==> src/pkg/cwd_pkg.sv <==
// package for the control wire discovery sink: timing counts and carrier types
package cwd_pkg;

    // ========================================================================
    // clock and timing figures
    // ========================================================================
    localparam int unsigned CLK_MHZ = 100;

    // wake pulse widths, nominal window (us)
    localparam int unsigned WAKE_ONE_MIN_US = 15;
    localparam int unsigned WAKE_ONE_MAX_US = 25;
    localparam int unsigned WAKE_TWO_MIN_US = 45;
    localparam int unsigned WAKE_TWO_MAX_US = 75;
    localparam int unsigned WAKE_TO_DISC_US = 100;

    // discovery pulse accept window (us)
    localparam int unsigned PULSE_MIN_US = 60;
    localparam int unsigned PULSE_MAX_US = 240;

    // connected-state delays (us)
    localparam int unsigned CONNECT_DELAY_US   = 1;
    localparam int unsigned TERM_ENABLE_US     = 100;
    localparam int unsigned DISCONNECT_US      = 150;

    localparam int unsigned SINK_PULSES = 8;

    // cycle counts; each time in us multiplied by the clock in MHz, with no rounding
    localparam int unsigned WAKE_ONE_MIN_CYC  = WAKE_ONE_MIN_US * CLK_MHZ;
    localparam int unsigned WAKE_ONE_MAX_CYC  = WAKE_ONE_MAX_US * CLK_MHZ;
    localparam int unsigned WAKE_TWO_MIN_CYC  = WAKE_TWO_MIN_US * CLK_MHZ;
    localparam int unsigned WAKE_TWO_MAX_CYC  = WAKE_TWO_MAX_US * CLK_MHZ;
    localparam int unsigned WAKE_TO_DISC_CYC  = WAKE_TO_DISC_US * CLK_MHZ;
    localparam int unsigned PULSE_MIN_CYC     = PULSE_MIN_US * CLK_MHZ;
    localparam int unsigned PULSE_MAX_CYC     = PULSE_MAX_US * CLK_MHZ;
    localparam int unsigned CONNECT_DELAY_CYC = CONNECT_DELAY_US * CLK_MHZ;
    localparam int unsigned TERM_ENABLE_CYC   = TERM_ENABLE_US * CLK_MHZ;
    localparam int unsigned DISCONNECT_CYC    = DISCONNECT_US * CLK_MHZ;

    localparam int unsigned WIDTH_BITS = 16;

    // ========================================================================
    // carrier types
    // ========================================================================
    // pull-down selection driven toward the analog pad
    typedef enum logic [1:0] {
        CWD_PD_LEAK,
        CWD_PD_DISCOVER,
        CWD_PD_CONNECTED
    } cwd_pulldown_t;

    // status bundle toward the rest of the device
    typedef struct packed {
        logic       armed;
        logic       connected;
        logic       pair_terminated;
        logic [3:0] pulse_count;
    } cwd_status_t;

endpackage : cwd_pkg

==> src/logic/cwd_sink.sv <==
// control wire discovery sink: wake qualification, pulse counting, connect
`timescale 1ns/1ps
`default_nettype none

// Notes on behaviour
// - after valid wake, sink arms for the first discovery rising edge.
// - partial or mistimed wake leaves the sink unarmed.
// - pulse counter is zero before discovery begins.
// - high widths in the window count, outside the reject limits fail.
// - low widths are qualified with the same window.
// - any invalid width clears the pulse counter.
// - a qualified high followed by a low adds one pulse.
// - after enough pulses, connect pull-down within delay of next rise.
// - a qualified rise after reaching the required count means connected to a compliant source.
// - connected sink terminates the media pair two cycles after connect, whatever its delay.
// - wire low past the disconnect interval drops back to the discovery pull-down.
module cwd_sink #(
    parameter int unsigned PULSE_MIN     = cwd_pkg::PULSE_MIN_CYC,
    parameter int unsigned PULSE_MAX     = cwd_pkg::PULSE_MAX_CYC,
    parameter int unsigned WAKE_ONE_MIN  = cwd_pkg::WAKE_ONE_MIN_CYC,
    parameter int unsigned WAKE_ONE_MAX  = cwd_pkg::WAKE_ONE_MAX_CYC,
    parameter int unsigned WAKE_TWO_MIN  = cwd_pkg::WAKE_TWO_MIN_CYC,
    parameter int unsigned WAKE_TWO_MAX  = cwd_pkg::WAKE_TWO_MAX_CYC,
    parameter int unsigned WAKE_TO_DISC  = cwd_pkg::WAKE_TO_DISC_CYC,
    parameter int unsigned CONNECT_DELAY = cwd_pkg::CONNECT_DELAY_CYC,
    parameter int unsigned TERM_ENABLE   = cwd_pkg::TERM_ENABLE_CYC,
    parameter int unsigned DISCONNECT    = cwd_pkg::DISCONNECT_CYC,
    parameter int unsigned SINK_PULSES   = cwd_pkg::SINK_PULSES
) (
    // clock and reset
    input  wire logic                  clk_in,
    input  wire logic                  nrst_in,
    // device control
    input  wire logic                  enable_in,
    input  wire logic                  standby_in,
    // control wire, sampled level from the pad
    input  wire logic                  control_wire_in,
    // pad controls
    output cwd_pkg::cwd_pulldown_t     pulldown_out,
    output logic                       media_pair_pos_term_out,
    output logic                       media_pair_neg_term_out,
    // status
    output cwd_pkg::cwd_status_t       status_out
);

    localparam int unsigned W = cwd_pkg::WIDTH_BITS;
    localparam logic [W-1:0] WMAX = '1;

    // every count but the wake-one window and the connect delay must fit the width counters, the doubled wake low included
    if (PULSE_MAX >= 2**W || WAKE_TWO_MAX * 2 >= 2**W || DISCONNECT >= 2**W ||
        WAKE_TO_DISC >= 2**W || TERM_ENABLE >= 2**W) begin : g_width_check
        $error("cwd_sink: timing count exceeds the width counter");
    end
    if (PULSE_MIN > PULSE_MAX || WAKE_ONE_MIN > WAKE_ONE_MAX ||
        WAKE_TWO_MIN > WAKE_TWO_MAX) begin : g_window_check
        $error("cwd_sink: accept window is inverted");
    end
    // the pulse counter is four bits wide and must reach the required count
    if (SINK_PULSES == 0 || SINK_PULSES > 15) begin : g_count_check
        $error("cwd_sink: required pulse count out of range");
    end
    // termination follows connect by two cycles; both delays are checked to be at least one
    if (CONNECT_DELAY == 0 || TERM_ENABLE == 0) begin : g_delay_check
        $error("cwd_sink: connect or termination delay too short");
    end

    // ========================================================================
    // synchroniser
    // ========================================================================
    logic [2:0] sync_q;
    logic [2:0] sync_d;
    logic       lvl_q;
    logic       lvl_d;

    // three stages, change taken when last two agree
    always_comb begin
        sync_d = {sync_q[1:0], control_wire_in};
        lvl_d  = (sync_q[2] == sync_q[1]) ? sync_q[2] : lvl_q;
    end

    always_ff @(posedge clk_in or negedge nrst_in) begin
        if (!nrst_in) begin
            sync_q <= 3'h0;
            lvl_q  <= 1'b0;
        end else begin
            sync_q <= sync_d;
            lvl_q  <= lvl_d;
        end
    end

    // edges come from the qualified level, one cycle ahead of lvl_q
    wire logic rise = lvl_d & ~lvl_q;
    wire logic fall = ~lvl_d & lvl_q;
    wire logic edge_seen = rise | fall;

    // ========================================================================
    // width measurement
    // ========================================================================
    function automatic logic in_win(input logic [W-1:0] w, input int unsigned lo,
                                    input int unsigned hi);
        in_win = (w >= lo[W-1:0]) && (w <= hi[W-1:0]);
    endfunction : in_win

    typedef enum {
        ST_IDLE,
        ST_WAKE,
        ST_ARMED,
        ST_DISC,
        ST_CONNECT,
        ST_CONNECTED
    } cwd_state_t;

    cwd_state_t state_q;
    cwd_state_t state_d;
    logic [W-1:0] width_q;
    logic [W-1:0] width_d;
    logic [W-1:0] timer_q;
    logic [W-1:0] timer_d;
    logic [2:0]   wake_q;
    logic [2:0]   wake_d;
    logic [3:0]   count_q;
    logic [3:0]   count_d;
    logic         hi_ok_q;
    logic         hi_ok_d;
    logic         term_q;
    logic         term_d;

    // expected phase widths for the seven checked wake intervals, starting high
    function automatic logic wake_ok(input logic [2:0] idx, input logic [W-1:0] w);
        // idx3 is one wake-two low plus the extra low, seen as a single low
        unique case (idx)
            3'h1:         wake_ok = in_win(w, WAKE_TWO_MIN, WAKE_TWO_MAX);
            3'h3:         wake_ok = in_win(w, 2 * WAKE_TWO_MIN, 2 * WAKE_TWO_MAX);
            default:      wake_ok = in_win(w, WAKE_ONE_MIN, WAKE_ONE_MAX);
        endcase
    endfunction : wake_ok

    always_comb begin
        state_d = state_q;
        // saturating, so a parked wire never wraps back to a short width
        // width counter restarts on every edge
        width_d = edge_seen ? '0 : ((width_q == WMAX) ? width_q : width_q + 1'b1);
        timer_d = (timer_q == WMAX) ? timer_q : timer_q + 1'b1;
        wake_d  = wake_q;
        count_d = count_q;
        hi_ok_d = hi_ok_q;
        term_d  = term_q;
        unique case (state_q)
            ST_IDLE: begin
                count_d = 4'h0;
                wake_d  = 3'h0;
                if (enable_in && rise) begin
                    state_d = standby_in ? ST_WAKE : ST_DISC;
                    hi_ok_d = 1'b0;
                end
            end
            ST_WAKE: begin
                // any mistimed phase drops back to idle
                if (edge_seen) begin
                    if (!wake_ok(wake_q, width_q)) begin
                        state_d = ST_IDLE;
                    end else if (wake_q == 3'h6) begin
                        // full sequence arms for the first discovery edge
                        state_d = ST_ARMED;
                        timer_d = '0;
                    end else begin
                        wake_d = wake_q + 3'h1;
                    end
                end else if (width_q > WAKE_TWO_MAX[W-1:0] * 2) begin
                    state_d = ST_IDLE;
                end
            end
            ST_ARMED: begin
                count_d = 4'h0;
                if (rise) begin
                    state_d = ST_DISC;
                    hi_ok_d = 1'b0;
                end else if (timer_q >= WAKE_TO_DISC[W-1:0]) begin
                    state_d = ST_IDLE;
                end
            end
            ST_DISC: begin
                if (fall) begin
                    hi_ok_d = in_win(width_q, PULSE_MIN, PULSE_MAX);
                    if (!hi_ok_d) begin
                        count_d = 4'h0;
                    end else begin
                        // high then low is one pulse
                        count_d = count_q + 4'h1;
                    end
                end else if (rise) begin
                    if (!in_win(width_q, PULSE_MIN, PULSE_MAX)) begin
                        count_d = 4'h0;
                    end else if (count_q >= SINK_PULSES[3:0]) begin
                        // switch only after the required count
                        state_d = ST_CONNECT;
                    end
                end else if (!lvl_q && width_q > PULSE_MAX[W-1:0]) begin
                    // overlong low clears; in standby it also gives up the attempt
                    count_d = 4'h0;
                    state_d = standby_in ? ST_IDLE : ST_DISC;
                end
                if (!enable_in) begin
                    state_d = ST_IDLE;
                end
            end
            ST_CONNECT: begin
                // pull-down swaps on this same cycle, well inside the delay
                state_d = ST_CONNECTED;
                timer_d = '0;
                term_d  = 1'b0;
            end
            ST_CONNECTED: begin
                // termination once connected, at most one cycle late
                term_d = 1'b1;
                // continuous low past the interval disconnects
                if ((!lvl_q && width_q >= DISCONNECT[W-1:0]) || !enable_in) begin
                    state_d = ST_IDLE;
                    term_d  = 1'b0;
                end
            end
        endcase
    end

    always_ff @(posedge clk_in or negedge nrst_in) begin
        if (!nrst_in) begin
            state_q <= ST_IDLE;
            width_q <= '0;
            timer_q <= '0;
            wake_q  <= 3'h0;
            count_q <= 4'h0;
            hi_ok_q <= 1'b0;
            term_q  <= 1'b0;
        end else begin
            state_q <= state_d;
            width_q <= width_d;
            timer_q <= timer_d;
            wake_q  <= wake_d;
            count_q <= count_d;
            hi_ok_q <= hi_ok_d;
            term_q  <= term_d;
        end
    end

    // ========================================================================
    // outputs
    // ========================================================================
    cwd_pkg::cwd_pulldown_t pd_q;
    cwd_pkg::cwd_pulldown_t pd_d;
    cwd_pkg::cwd_status_t   st_q;
    cwd_pkg::cwd_status_t   st_d;

    // connected flag set with the connected pull-down, on the qualified rise after reaching the count
    always_comb begin
        if (!enable_in) begin
            pd_d = cwd_pkg::CWD_PD_LEAK;
        end else if (state_d == ST_CONNECT || state_d == ST_CONNECTED) begin
            pd_d = cwd_pkg::CWD_PD_CONNECTED;
        end else begin
            pd_d = cwd_pkg::CWD_PD_DISCOVER;
        end
        st_d.armed           = (state_d == ST_ARMED);
        st_d.connected       = (state_d == ST_CONNECT || state_d == ST_CONNECTED);
        st_d.pair_terminated = term_d;
        st_d.pulse_count     = count_d;
    end

    always_ff @(posedge clk_in or negedge nrst_in) begin
        if (!nrst_in) begin
            pd_q <= cwd_pkg::CWD_PD_LEAK;
            st_q <= '0;
        end else begin
            pd_q <= pd_d;
            st_q <= st_d;
        end
    end

    assign pulldown_out            = pd_q;
    assign media_pair_pos_term_out = st_q.pair_terminated;
    assign media_pair_neg_term_out = st_q.pair_terminated;
    assign status_out              = st_q;

endmodule : cwd_sink

`default_nettype wire

==> config.mk <==
export PLATFORM = sky130hd
export DESIGN_NAME = cwd_sink
export DESIGN_NICKNAME = d
export VERILOG_FILES = /design/src/pkg/cwd_pkg.sv /design/src/logic/cwd_sink.sv
export SDC_FILE = /design/constraint.sdc
export NUM_CORES = 1
export LEC_CHECK = 0
export BUFFER_PORTS_ARGS = -buffer_cell sky130_fd_sc_hd__buf_2
export CAP_MARGIN = 0
export CORE_MARGIN = 2
export CORE_UTILIZATION = 55
export CTS_CLUSTER_SIZE = 14
export DETAILED_ROUTE_END_ITERATION = 10
export PLACE_DENSITY = 0.72
export SYNTH_ARGS = -nofsm -noshare
export SYNTH_HDL_FRONTEND = slang
export SYNTH_SLANG_ARGS = --single-unit
==> constraint.sdc <==
create_clock -name clk_in -period 3.4 [get_ports clk_in]
set_input_delay 0.17 -clock clk_in [delete_from_list [all_inputs] [get_ports clk_in]]
set_output_delay 0.17 -clock clk_in [all_outputs]
set_load 0.005 [all_outputs]
==> impl_results.md, run 1 <==
- Final Slew Violations: 0
- Pre-CTS setup slack: 0.420 ns
- Fin Clk Skew: 0.0111 ns
- Fin. Hold Viols: 35
- Max-slew headroom: 16.0%
- Layout cells sized above 1: 12.9%
- Synthesized-area fraction occupied by and/or/nand/nor cells: 28.4%
- Main combinational cell family by area after synthesis: simple AND/OR/NAND/NOR gates
- Critical path launch point type: register
- FF-to-FF End: status_out[6]$_DFF_PN0_
- Skew-Pair Late Insertion Delay: 0.35 ns
- Syn nets: 468
- CORE AREA: 0.00773 mm²
- Met3 usage: 3.38%
- Grt ovf: 0
- GP Congestion: 0.913
- Fill count: 666
- Minimum clock period: 2.92 ns
- Final #Nets: 478
- Crit path DAT: 3.18 ns
- Adder-cell area share of the yosys netlist: 3.71%
- Syn-to-layout area delta: 7.46%
- Max VDD drop: 0.340 mV
- Largest fanout on the critical path: 6
- Largest net degree at the start of global routing: 81
- Upper clock frequency limit: 343 MHz
- M2 GR Usage: 32.7%
- Hold_ws: -0.0585 ns
- RSZ-0062 raised after global routing: no
- Cell variety after synth: 60
- Leak Pwr: 2.11 nW
- Met1 Use GR: 30.2%
- Most frequent cells in the layout: dfrtp_1 (80), nor2_1 (51), nand2_1 (35)
- Clock slew at reported path FFs: 0.09 ns
- DRC Markers: 0
- N_diodes: 0
- Routed length per instance: 15.1 µm
- Vias/cell: 5.83
- Vias in the first global route: 3,093
- Post-Synthesis Cells: 450
- Mux contribution to synthesized area: 0.914%
- Dpl hpwl: 5.94 mm
- Setup Viol. Count Final: 0
- Area of the die: 0.00869 mm²
- Cell area after synthesis: 0.00438 mm²
- DIE WIDTH: 93.2 µm
- Min-delay worst type: in -> async
- Failing checks: hold timing
- H-tree depth: 3
- Synth warn: 0
- Cell Rows: 32
- Layout Utilization: 60.9%
- Post-CTS sizing: 0
- Worst r2r path cells: 12
- CTS tree: yes
- Reg area: 0.00200 mm²
- Outcome: complete, but fails checks
- Final worst setup slack: 0.481 ns
- Initial Util: 56.7%
- Syn Area/Cell: 9.73 µm²
- Port Buffer Count: 15
- Grt peak-use layer: met2
- # clock sinks: 80
- Root Buffer: clkbuf_8
- Multi-input gate area: 0.00217 mm²
- Commonest non-fill, non-tap cell in the layout: dfrtp_1
- Post-synthesis xor/xnor area fraction: 5.20%
- Top FF cell, synth: dfrtp_1
- DRT Wirelength: 8.56 mm
- Pwr/cell area: 554 mW/mm²
- Die Ht: 93.2 µm
- Compound-Gate Fraction of Synth Area: 11.1%
- CTS Buf Count: 9
- Asr flop ratio synth: 100%
- FF-to-FF setup slack: 0.48 ns
- 1st-pass router iterations: 5
- Post-DRT Antenna Nets: 0
- CTS Buffer Depth: 2
- DRT iter0 DRCs: 271
- Kind of critical path: reg -> reg
- Reg-to-reg startpoint: lvl_q$_DFF_PN0_
- First-pass GRT wire length: 14.6 mm
- Max-cap violations: 0
- Vias: 3,306
- CP Capture Type: register
- Initial antenna violation count: 0
- Least-Margin Pin Slew: 1.26 ns
- Top-Level Pins: 16
- Synth Register Bits: 80
- Post-CTS Setup Repair Bufs: 0
- Cts hold-fix bufs: 1
- Tcrit/Tclk final: 85.9%
- CP required: 3.66 ns
- EDFF count, synth: 0
- Seq/Total Area, Yosys: 45.7%
- Post-route setup TNS: 0 ns
- GRT Util Overall: 21.0%
[worst max-delay path by stage]
stage	startpoint	to	slack, ns	cells past startpoint
after floorplan	lvl_q$_DFF_PN0_	status_out[6]$_DFF_PN0_	0.86	12
after global placement	lvl_q$_DFF_PN0_	status_out[6]$_DFF_PN0_	0.54	12
after detailed placement	state_q[31]$_DFF_PN0_	timer_q[15]$_DFF_PN0_	0.42	6
after CTS	state_q[31]$_DFF_PN0_	timer_q[15]$_DFF_PN0_	0.42	6
after global routing	state_q[31]$_DFF_PN0_	timer_q[7]$_DFF_PN0_	0.21	6
final	lvl_q$_DFF_PN0_	status_out[6]$_DFF_PN0_	0.48	12
[synthesized netlist by cell type (9+ instances only)]
master | n | area [µm²]
a21oi_1 | 9 | 45.0
and3_1 | 11 | 68.8
buf_2 | 10 | 50.1
dfrtp_1 | 80 | 2000
ha_1 | 13 | 163
inv_1 | 20 | 75.1
nand2_1 | 35 | 131
nand3_1 | 17 | 85.1
nand4_1 | 10 | 62.6
nor2_1 | 51 | 191
nor2b_1 | 21 | 131
nor3_1 | 10 | 50.1
nor4_1 | 11 | 68.8
o21ai_0 | 14 | 70.1
xnor2_1 | 18 | 158
[kinds of logic after synthesis]
group / count (synthesis)
compound gates: 66
simple gates: 219
xor+xnor: 26
mux: 4
fa+ha+maj: 13
buf+inv: 42
flops: 80
[worst max-delay path, cell delays in order (launching register included)]
cell and delay (ns):
dfrtp_1 0.43, inv_1 0.18, nand2_1 0.07, o21ai_0 0.11, inv_1 0.12, ha_1 0.28, nor2_1 0.20, nand3_1 0.10
o31a_1 0.26, a311o_1 0.34, a31o_1 0.19, o31a_1 0.27, nor4_2 0.28
[state kept, by name, indices dropped and copies added, names as in the netlist]
name	flops
lvl_q	1
media_pair_neg_term_out	1
pulldown_out	2
state_q	32
status_out	6
sync_q	3
timer_q	16
wake_q	3
width_q	16
[where the power goes]
group	leakage [nW]	switching [mW]	internal [mW]
registers	1.09	0.106	1.04
clock network	0.110	0.353	0.385
logic	0.907	0.445	0.281
total	2.11	0.904	1.70
[metal layers]
| metal | part of all wire [%] | up-vias |
|---|---|---|
| li1 | - | 1598 |
| met1 | 48 | 1597 |
| met2 | 47 | 99 |
| met3 | 4.4 | 12 |
| met4 | 1.1 | 0 |
| met5 | 0 | - |
[metrics by stage]
| stage | cells | power [mW] | instance area, µm² |
|---|---|---|---|
| 2_1_floorplan | 450 | 1.75 | 4380 |
| 3_3_place_gp | 550 | 1.88 | 4480 |
| 3_5_place_dp | 550 | 1.89 | 4480 |
| 4_1_cts | 567 | 2.63 | 4710 |
| 5_1_grt | 567 | 2.76 | 4710 |
| 6_report | 567 | 2.61 | 4710 |
[layout make-up]
class / count / area share [%]
tap: 102 / 2.71
multi-input combinational: 328 / 46.1
timing repair buffer: 20 / 2.50
inverter: 21 / 1.68
clock inverter: 5 / 1.30
clock buffer: 11 / 3.22
sequential: 80 / 42.5
(Power assumes the default switching activity.)
==> run 2: changes to the inputs <==
- RECOVER_POWER: not set -> 25
==> run 2 against run 1 <==
- critical path type unchanged
- combinational power is essentially flat
- clock power about the same
- cell count did not move
- hold slack better by 0.17 ns
- global-route usage unchanged
- critical path depth unchanged
- non-clock buffer count is the same
- the flow finishes with violations (capacitance limit, slew limit)
- critical endpoint unchanged
==> impl_results.md, run 2 (synthesized netlist as in run 1, its figures left out) <==
- DIE WIDTH: 93.2 µm (unchanged)
- Root Buffer: clkbuf_8 (unchanged)
- Kind of critical path: reg -> reg (unchanged)
- Upper clock frequency limit: 343 MHz (about the same)
- N_diodes: 0 (unchanged)
- CORE AREA: 0.00773 mm² (unchanged)
- Least-Margin Pin Slew: 1.92 ns (was 1.26 ns)
- Hold path depth: 2
- Reg-to-reg startpoint: lvl_q$_DFF_PN0_ (unchanged)
- Dpl hpwl: 5.94 mm (unchanged)
- Failing checks: capacitance limit, slew limit (was hold timing)
- Post-CTS sizing: 0 (unchanged)
- Grt ovf: 0 (unchanged)
- Post-route setup TNS: 0 ns (unchanged)
- Final non-filler cell total: 567 (unchanged)
- Initial antenna violation count: 0 (unchanged)
- GP Congestion: 0.913 (unchanged)
- Number of flip-flops in the largest register: 32 (unchanged)
- Largest net degree at the start of global routing: 81 (unchanged)
- Vias/cell: 5.80 (was 5.83)
- Final Slew Violations: 81 (was 0)
- Routed length per instance: 15.1 µm (about the same)
- Top-Level Pins: 16 (unchanged)
- Cell Rows: 32 (unchanged)
- CTS Buf Count: 9 (unchanged)
- Outcome: complete, but fails checks (unchanged)
- Fin. Hold Viols: 0 (was 35)
- Leak Pwr: 2.10 nW (was 2.11 nW)
- Tot Pwr: 2.60 mW (was 2.61 mW)
- CP Capture Type: register (unchanged)
- Largest regs: state_q: 32 flops, timer_q: 16 flops, width_q: 16 flops (unchanged)
- CTS tree: yes (unchanged)
- Skew-Pair Late Insertion Delay: 0.35 ns (about the same)
- Max-slew headroom: -28.2% (was 16.0%)
- Syn-to-layout area delta: 7.40% (was 7.46%)
- First-pass GRT wire length: 14.6 mm (unchanged)
- Clock slew at reported path FFs: 0.09 ns (about the same)
- DRT iter0 DRCs: 271 (unchanged)
- Final #Nets: 478 (unchanged)
- Port Buffer Count: 15 (unchanged)
- Die Ht: 93.2 µm (unchanged)
- Hold wc startpoint: enable_in
- CP required: 3.66 ns (about the same)
- Largest Register: state_q (unchanged)
- GRT Util Overall: 21.0% (unchanged)
- Largest fanout on the critical path: 6 (unchanged)
- RSZ-0062 raised after global routing: no (unchanged)
- Setup Viol. Count Final: 0 (unchanged)
- Vias: 3,290 (was 3,306)
- Vias in the first global route: 3,093 (unchanged)
- Max-cap violations: 1 (was 0)
- Layout cells sized above 1: 12.9% (unchanged)
- Tcrit/Tclk final: 85.8% (was 85.9%)
- Crit path from: lvl_q$_DFF_PN0_ (unchanged)
- Post-DRT Antenna Nets: 0 (unchanged)
- CTS Buffer Depth: 2 (unchanged)
- Critical path launch point type: register (unchanged)
- Max VDD drop: 0.340 mV (about the same)
- H-tree depth: 3 (unchanged)
- Min-delay worst type: in -> reg (was in -> async)
- Initial Util: 56.7% (unchanged)
- Layout Utilization: 60.9% (about the same)
- Placed cells: 550 (unchanged)
- Fin Clk Skew: 0.0111 ns (about the same)
- Commonest non-fill, non-tap cell in the layout: dfrtp_1 (unchanged)
- # clock sinks: 80 (unchanged)
- Area of the die: 0.00869 mm² (unchanged)
- Crit path DAT: 3.17 ns (was 3.18 ns)
- Most frequent cells in the layout: dfrtp_1 (80), nor2_1 (51), nand2_1 (35) (unchanged)
- Fill count: 667 (was 666)
- Pwr/cell area: 554 mW/mm² (about the same)
- DRT Wirelength: 8.54 mm (was 8.56 mm)
- DRC Markers: 0 (unchanged)
- Minimum clock period: 2.92 ns (about the same)
- 1st-pass router iterations: 5 (unchanged)
- Worst r2r path cells: 12 (unchanged)
-- run 2: final timing paths --
path / endpoint / slack (ns)
worst min-delay path: pulldown_out[1]$_DFF_PN0_ / 0.11
min in group asynchronous: width_q[4]$_DFFE_PN0P_ / 0.31
worst min register to register: sync_q[1]$_DFF_PN0_ / 0.35
worst max register to register: status_out[6]$_DFF_PN0_ / 0.48
max in group asynchronous: timer_q[5]$_DFF_PN0_ / 1.90
worst max-delay path: status_out[6]$_DFF_PN0_ / 0.48
-- run 2: power breakdown --
group          internal (mW)  switching (mW)
registers               1.04           0.107
logic                  0.281           0.444
clock network          0.385           0.352
total                   1.70           0.902
-- run 2: layout make-up --
cell class	instances	area, µm²	share of cell area, %
Clock buffer	11	151	3.22
Clock inverter	5	61.3	1.30
Inverter	21	78.8	1.68
Multi-Input combinational cell	328	2170	46.1
Sequential cell	80	2000	42.6
Tap cell	102	128	2.71
Timing Repair Buffer	20	115	2.45
-- run 2: routing by layer --
layer / vias up / GRT usage, % / part of all wire [%]
met5: - / 0 / 0
met4: 0 / 6.37 / 0.82
met3: 8 / 3.38 / 4.6
met2: 95 / 32.7 / 47
met1: 1588 / 30.2 / 48
li1: 1599 / - / -
-- run 2: worst max-delay path, stage by stage (launching register included) --
cell,delay [ns]
dfrtp_1,0.43
inv_1,0.18
nand2_1,0.07
o21ai_0,0.11
inv_1,0.12
ha_1,0.28
nor2_1,0.20
nand3_1,0.10
o31a_1,0.26
a311o_1,0.34
a31o_1,0.19
o31a_1,0.26
nor4_2,0.28
-- run 2: per-stage QoR --
stage	setup WS, ns	hold slack (ns)	area, µm²
final	0.482	0.111	4700
after global routing	0.214	0.109	4700
after CTS	0.424	0.0147	4710
after detailed placement	0.420	0.283	4480
after global placement	0.543	0.277	4480
after floorplan	0.863	-0.126	4380
-- run 2: timing repair --
| item | 4_1_cts | 5_1_grt |
|---|---|---|
| hold buffers | 1 | 0 |
| endpoints found under the hold margin | 1 | 0 |
| endpoints found under the setup margin | 0 | 0 |
| buffers inserted | 0 | 0 |
==> run 3: changes to the inputs <==
- CORE_UTILIZATION: 55 -> 62
- PLACE_DENSITY: 0.72 -> 0.8
==> run 3 against run 2 <==
- the flow still finishes with violations (capacitance limit, slew limit)
- clock power barely moved
- critical path depth did not move
- via count rose by 0.67%
- combinational power rose by 1%
- maximum frequency fell by 2.8%
- largest power group unchanged
- cell count fell by 1.1%
- clock skew fell by 0.0024 ns
- die area fell by 11%
- count of clock-buffer cells in the layout did not move
- largest cell class unchanged
- flip-flop and latch count did not move
- sequential share of layout area rose by 0.068 points
- first-iteration DRC count rose by 5.9%
==> impl_results.md, run 3 (synthesized netlist as in run 1, its figures left out) <==
- DRC Markers: 0 (unchanged)
- GRT Util Overall: 23.5% (was 21.0%)
- Post-CTS sizing: 0 (unchanged)
- Max-slew headroom: -27.7% (was -28.2%)
- Crit path DAT: 3.23 ns (was 3.17 ns)
- Final #Nets: 478 (unchanged)
- Levels on crit path: 12 (unchanged)
- Placed cells: 544 (was 550)
- Combinational share of power: 28.1% (was 27.8%)
- Fill count: 564 (was 667)
- Pwr/cell area: 557 mW/mm² (was 554 mW/mm²)
- Hold_ws: 0.0992 ns (was 0.111 ns)
- Post-route setup TNS: 0 ns (unchanged)
- Failing checks: capacitance limit, slew limit (unchanged)
- Minimum clock period: 3.00 ns (was 2.92 ns)
- Final worst setup slack: 0.397 ns (was 0.482 ns)
- DIE WIDTH: 88.0 µm (was 93.2 µm)
- Power share of the sequential group: 43.8% (was 43.9%)
- Layout Utilization: 68.7% (was 60.9%)
- H-tree depth: 3 (unchanged)
- Initial Util: 64.1% (was 56.7%)
- # clock sinks: 80 (unchanged)
- CTS Buf Count: 9 (unchanged)
- CORE AREA: 0.00683 mm² (was 0.00773 mm²)
- Dpl hpwl: 5.91 mm (was 5.94 mm)
- CTS tree: yes (unchanged)
- Max-cap violations: 1 (unchanged)
- CP required: 3.62 ns (was 3.66 ns)
- Final Slew Violations: 81 (unchanged)
- Final non-filler cell total: 561 (was 567)
- N_diodes: 0 (unchanged)
- Vias/cell: 5.90 (was 5.80)
- RSZ-0062 raised after global routing: no (unchanged)
- Psw: 0.882 mW (was 0.902 mW)
- CP peak stage delay: 0.43 ns (about the same)
- Setup Viol. Count Final: 0 (unchanged)
- Largest Register: state_q (unchanged)
- Root Buffer: clkbuf_8 (unchanged)
- Top-Level Pins: 16 (unchanged)
- Post-DRT Antenna Nets: 0 (unchanged)
- Max VDD drop: 0.352 mV (was 0.340 mV)
- Tot Pwr: 2.61 mW (was 2.60 mW)
- Kind of critical path: reg -> reg (unchanged)
- Fin. Hold Viols: 0 (unchanged)
- Placed cell area: 0.00448 mm² (about the same)
- Hold path depth: 2 (unchanged)
- Metal3 WL: 419 µm (was 391 µm)
- Routed wl met2: 3.92 mm (was 4.01 mm)
- Largest regs: state_q: 32 flops, timer_q: 16 flops, width_q: 16 flops (unchanged)
- Layout cells sized above 1: 12.5% (was 12.9%)
- Cell Rows: 30 (was 32)
- Largest fanout on the critical path: 6 (unchanged)
- Grt ovf: 0 (unchanged)
- First-pass GRT wire length: 14.3 mm (was 14.6 mm)
- Number of flip-flops in the largest register: 32 (unchanged)
- Routed length per instance: 14.9 µm (was 15.1 µm)
- Vias in the first global route: 3,135 (was 3,093)
- Least-Margin Pin Slew: 1.91 ns (was 1.92 ns)
- Upper clock frequency limit: 333 MHz (was 343 MHz)
- Syn-to-layout area delta: 7.23% (was 7.40%)
- Port Buffer Count: 15 (unchanged)
- Fin Clk Skew: 0.00871 ns (was 0.0111 ns)
- Clock slew at reported path FFs: 0.08 ns (was 0.09 ns)
- Outcome: complete, but fails checks (unchanged)
- DRT iter0 DRCs: 287 (was 271)
- Largest net degree at the start of global routing: 81 (unchanged)
- Area of the die: 0.00775 mm² (was 0.00869 mm²)
- CTS Buffer Depth: 2 (unchanged)
- Vias: 3,312 (was 3,290)
- Pre-CTS setup slack: 0.475 ns (was 0.420 ns)
- 1st-pass router iterations: 6 (was 5)
- Tcrit/Tclk final: 88.3% (was 85.8%)
- Top layer reached by signal wires: met4 (unchanged)
- Skew-Pair Late Insertion Delay: 0.34 ns (was 0.35 ns)
- Cells along the critical path: inv_1, nand2_1, o21ai_0, inv_1, ha_1, nor2_1, nand3_1, o31a_1, a311o_1, a31o_1, o31a_1, nor4_2 (unchanged)
- Sw Share: 33.8% (was 34.7%)
- GP Congestion: 0.950 (was 0.913)
- Final non-filler cell area: 0.00470 mm² (about the same)
- Most frequent cells in the layout: dfrtp_1 (80), nor2_1 (51), nand2_1 (35) (unchanged)
- Slowest CP cell: dfrtp_1 (unchanged)
- Worst path bufs/invs: 2 (unchanged)
- DRT Wirelength: 8.38 mm (was 8.54 mm)
- Die Ht: 88.0 µm (was 93.2 µm)
- Commonest non-fill, non-tap cell in the layout: dfrtp_1 (unchanged)
- Worst r2r path cells: 12 (unchanged)
- Min-delay worst type: in -> reg (unchanged)
- Pint: 1.73 mW (was 1.70 mW)
- CP Capture Type: register (unchanged)
- Leak Pwr: 2.10 nW (about the same)
- Critical path launch point type: register (unchanged)
- Initial antenna violation count: 0 (unchanged)
- Cell family with most CP delay: compound AO/OA/AOI/OAI gates (unchanged)
- M1 wire length: 3.89 mm (was 4.07 mm)
- Clock Power Share: 28.2% (was 28.3%)
[run 3: power groups by stage]
stage | sequential (mW) | clock [mW] | combinational (mW)
after global routing | 1.16 | 0.791 | 0.833
after global placement | 1.16 | 0 | 0.716
after floorplan | 1.12 | 0 | 0.634
final | 1.14 | 0.736 | 0.734
after detailed placement | 1.16 | 0 | 0.728
after CTS | 1.14 | 0.756 | 0.735
[run 3: what timing repair did]
action	in CTS	in global routing
buffers inserted	0	0
hold buffers	1	0
hold endpoints to repair	1	0
[run 3: path summary, 6_finish.rpt]
check                      slack, ns           startpoint                   endpoint
max                             0.40      lvl_q$_DFF_PN0_    status_out[6]$_DFF_PN0_
min                              0.1            enable_in  pulldown_out[1]$_DFF_PN0_
max reg2reg                     0.40      lvl_q$_DFF_PN0_    status_out[6]$_DFF_PN0_
min reg2reg                     0.35  sync_q[0]$_DFF_PN0_        sync_q[1]$_DFF_PN0_
max in group asynchronous       1.91              nrst_in       timer_q[6]$_DFF_PN0_
min in group asynchronous       0.36              nrst_in     width_q[3]$_DFFE_PN0P_
[run 3: cell type report]
type / instances / area [µm²] / area share [%]
sequential: 80 / 2000 / 42.6
timing repair buffer: 20 / 115 / 2.45
clock buffer: 11 / 131 / 2.80
clock inverter: 5 / 81.3 / 1.73
tap: 96 / 120 / 2.56
multi-input combinational: 328 / 2170 / 46.1
inverter: 21 / 78.8 / 1.68
[run 3: layer usage]
layer / GRT usage, % / vias to the layer above
li1: - / 1599
met1: 32.4 / 1586
met2: 37.6 / 101
met3: 5.00 / 26
met4: 7.71 / 0
met5: 0 / -
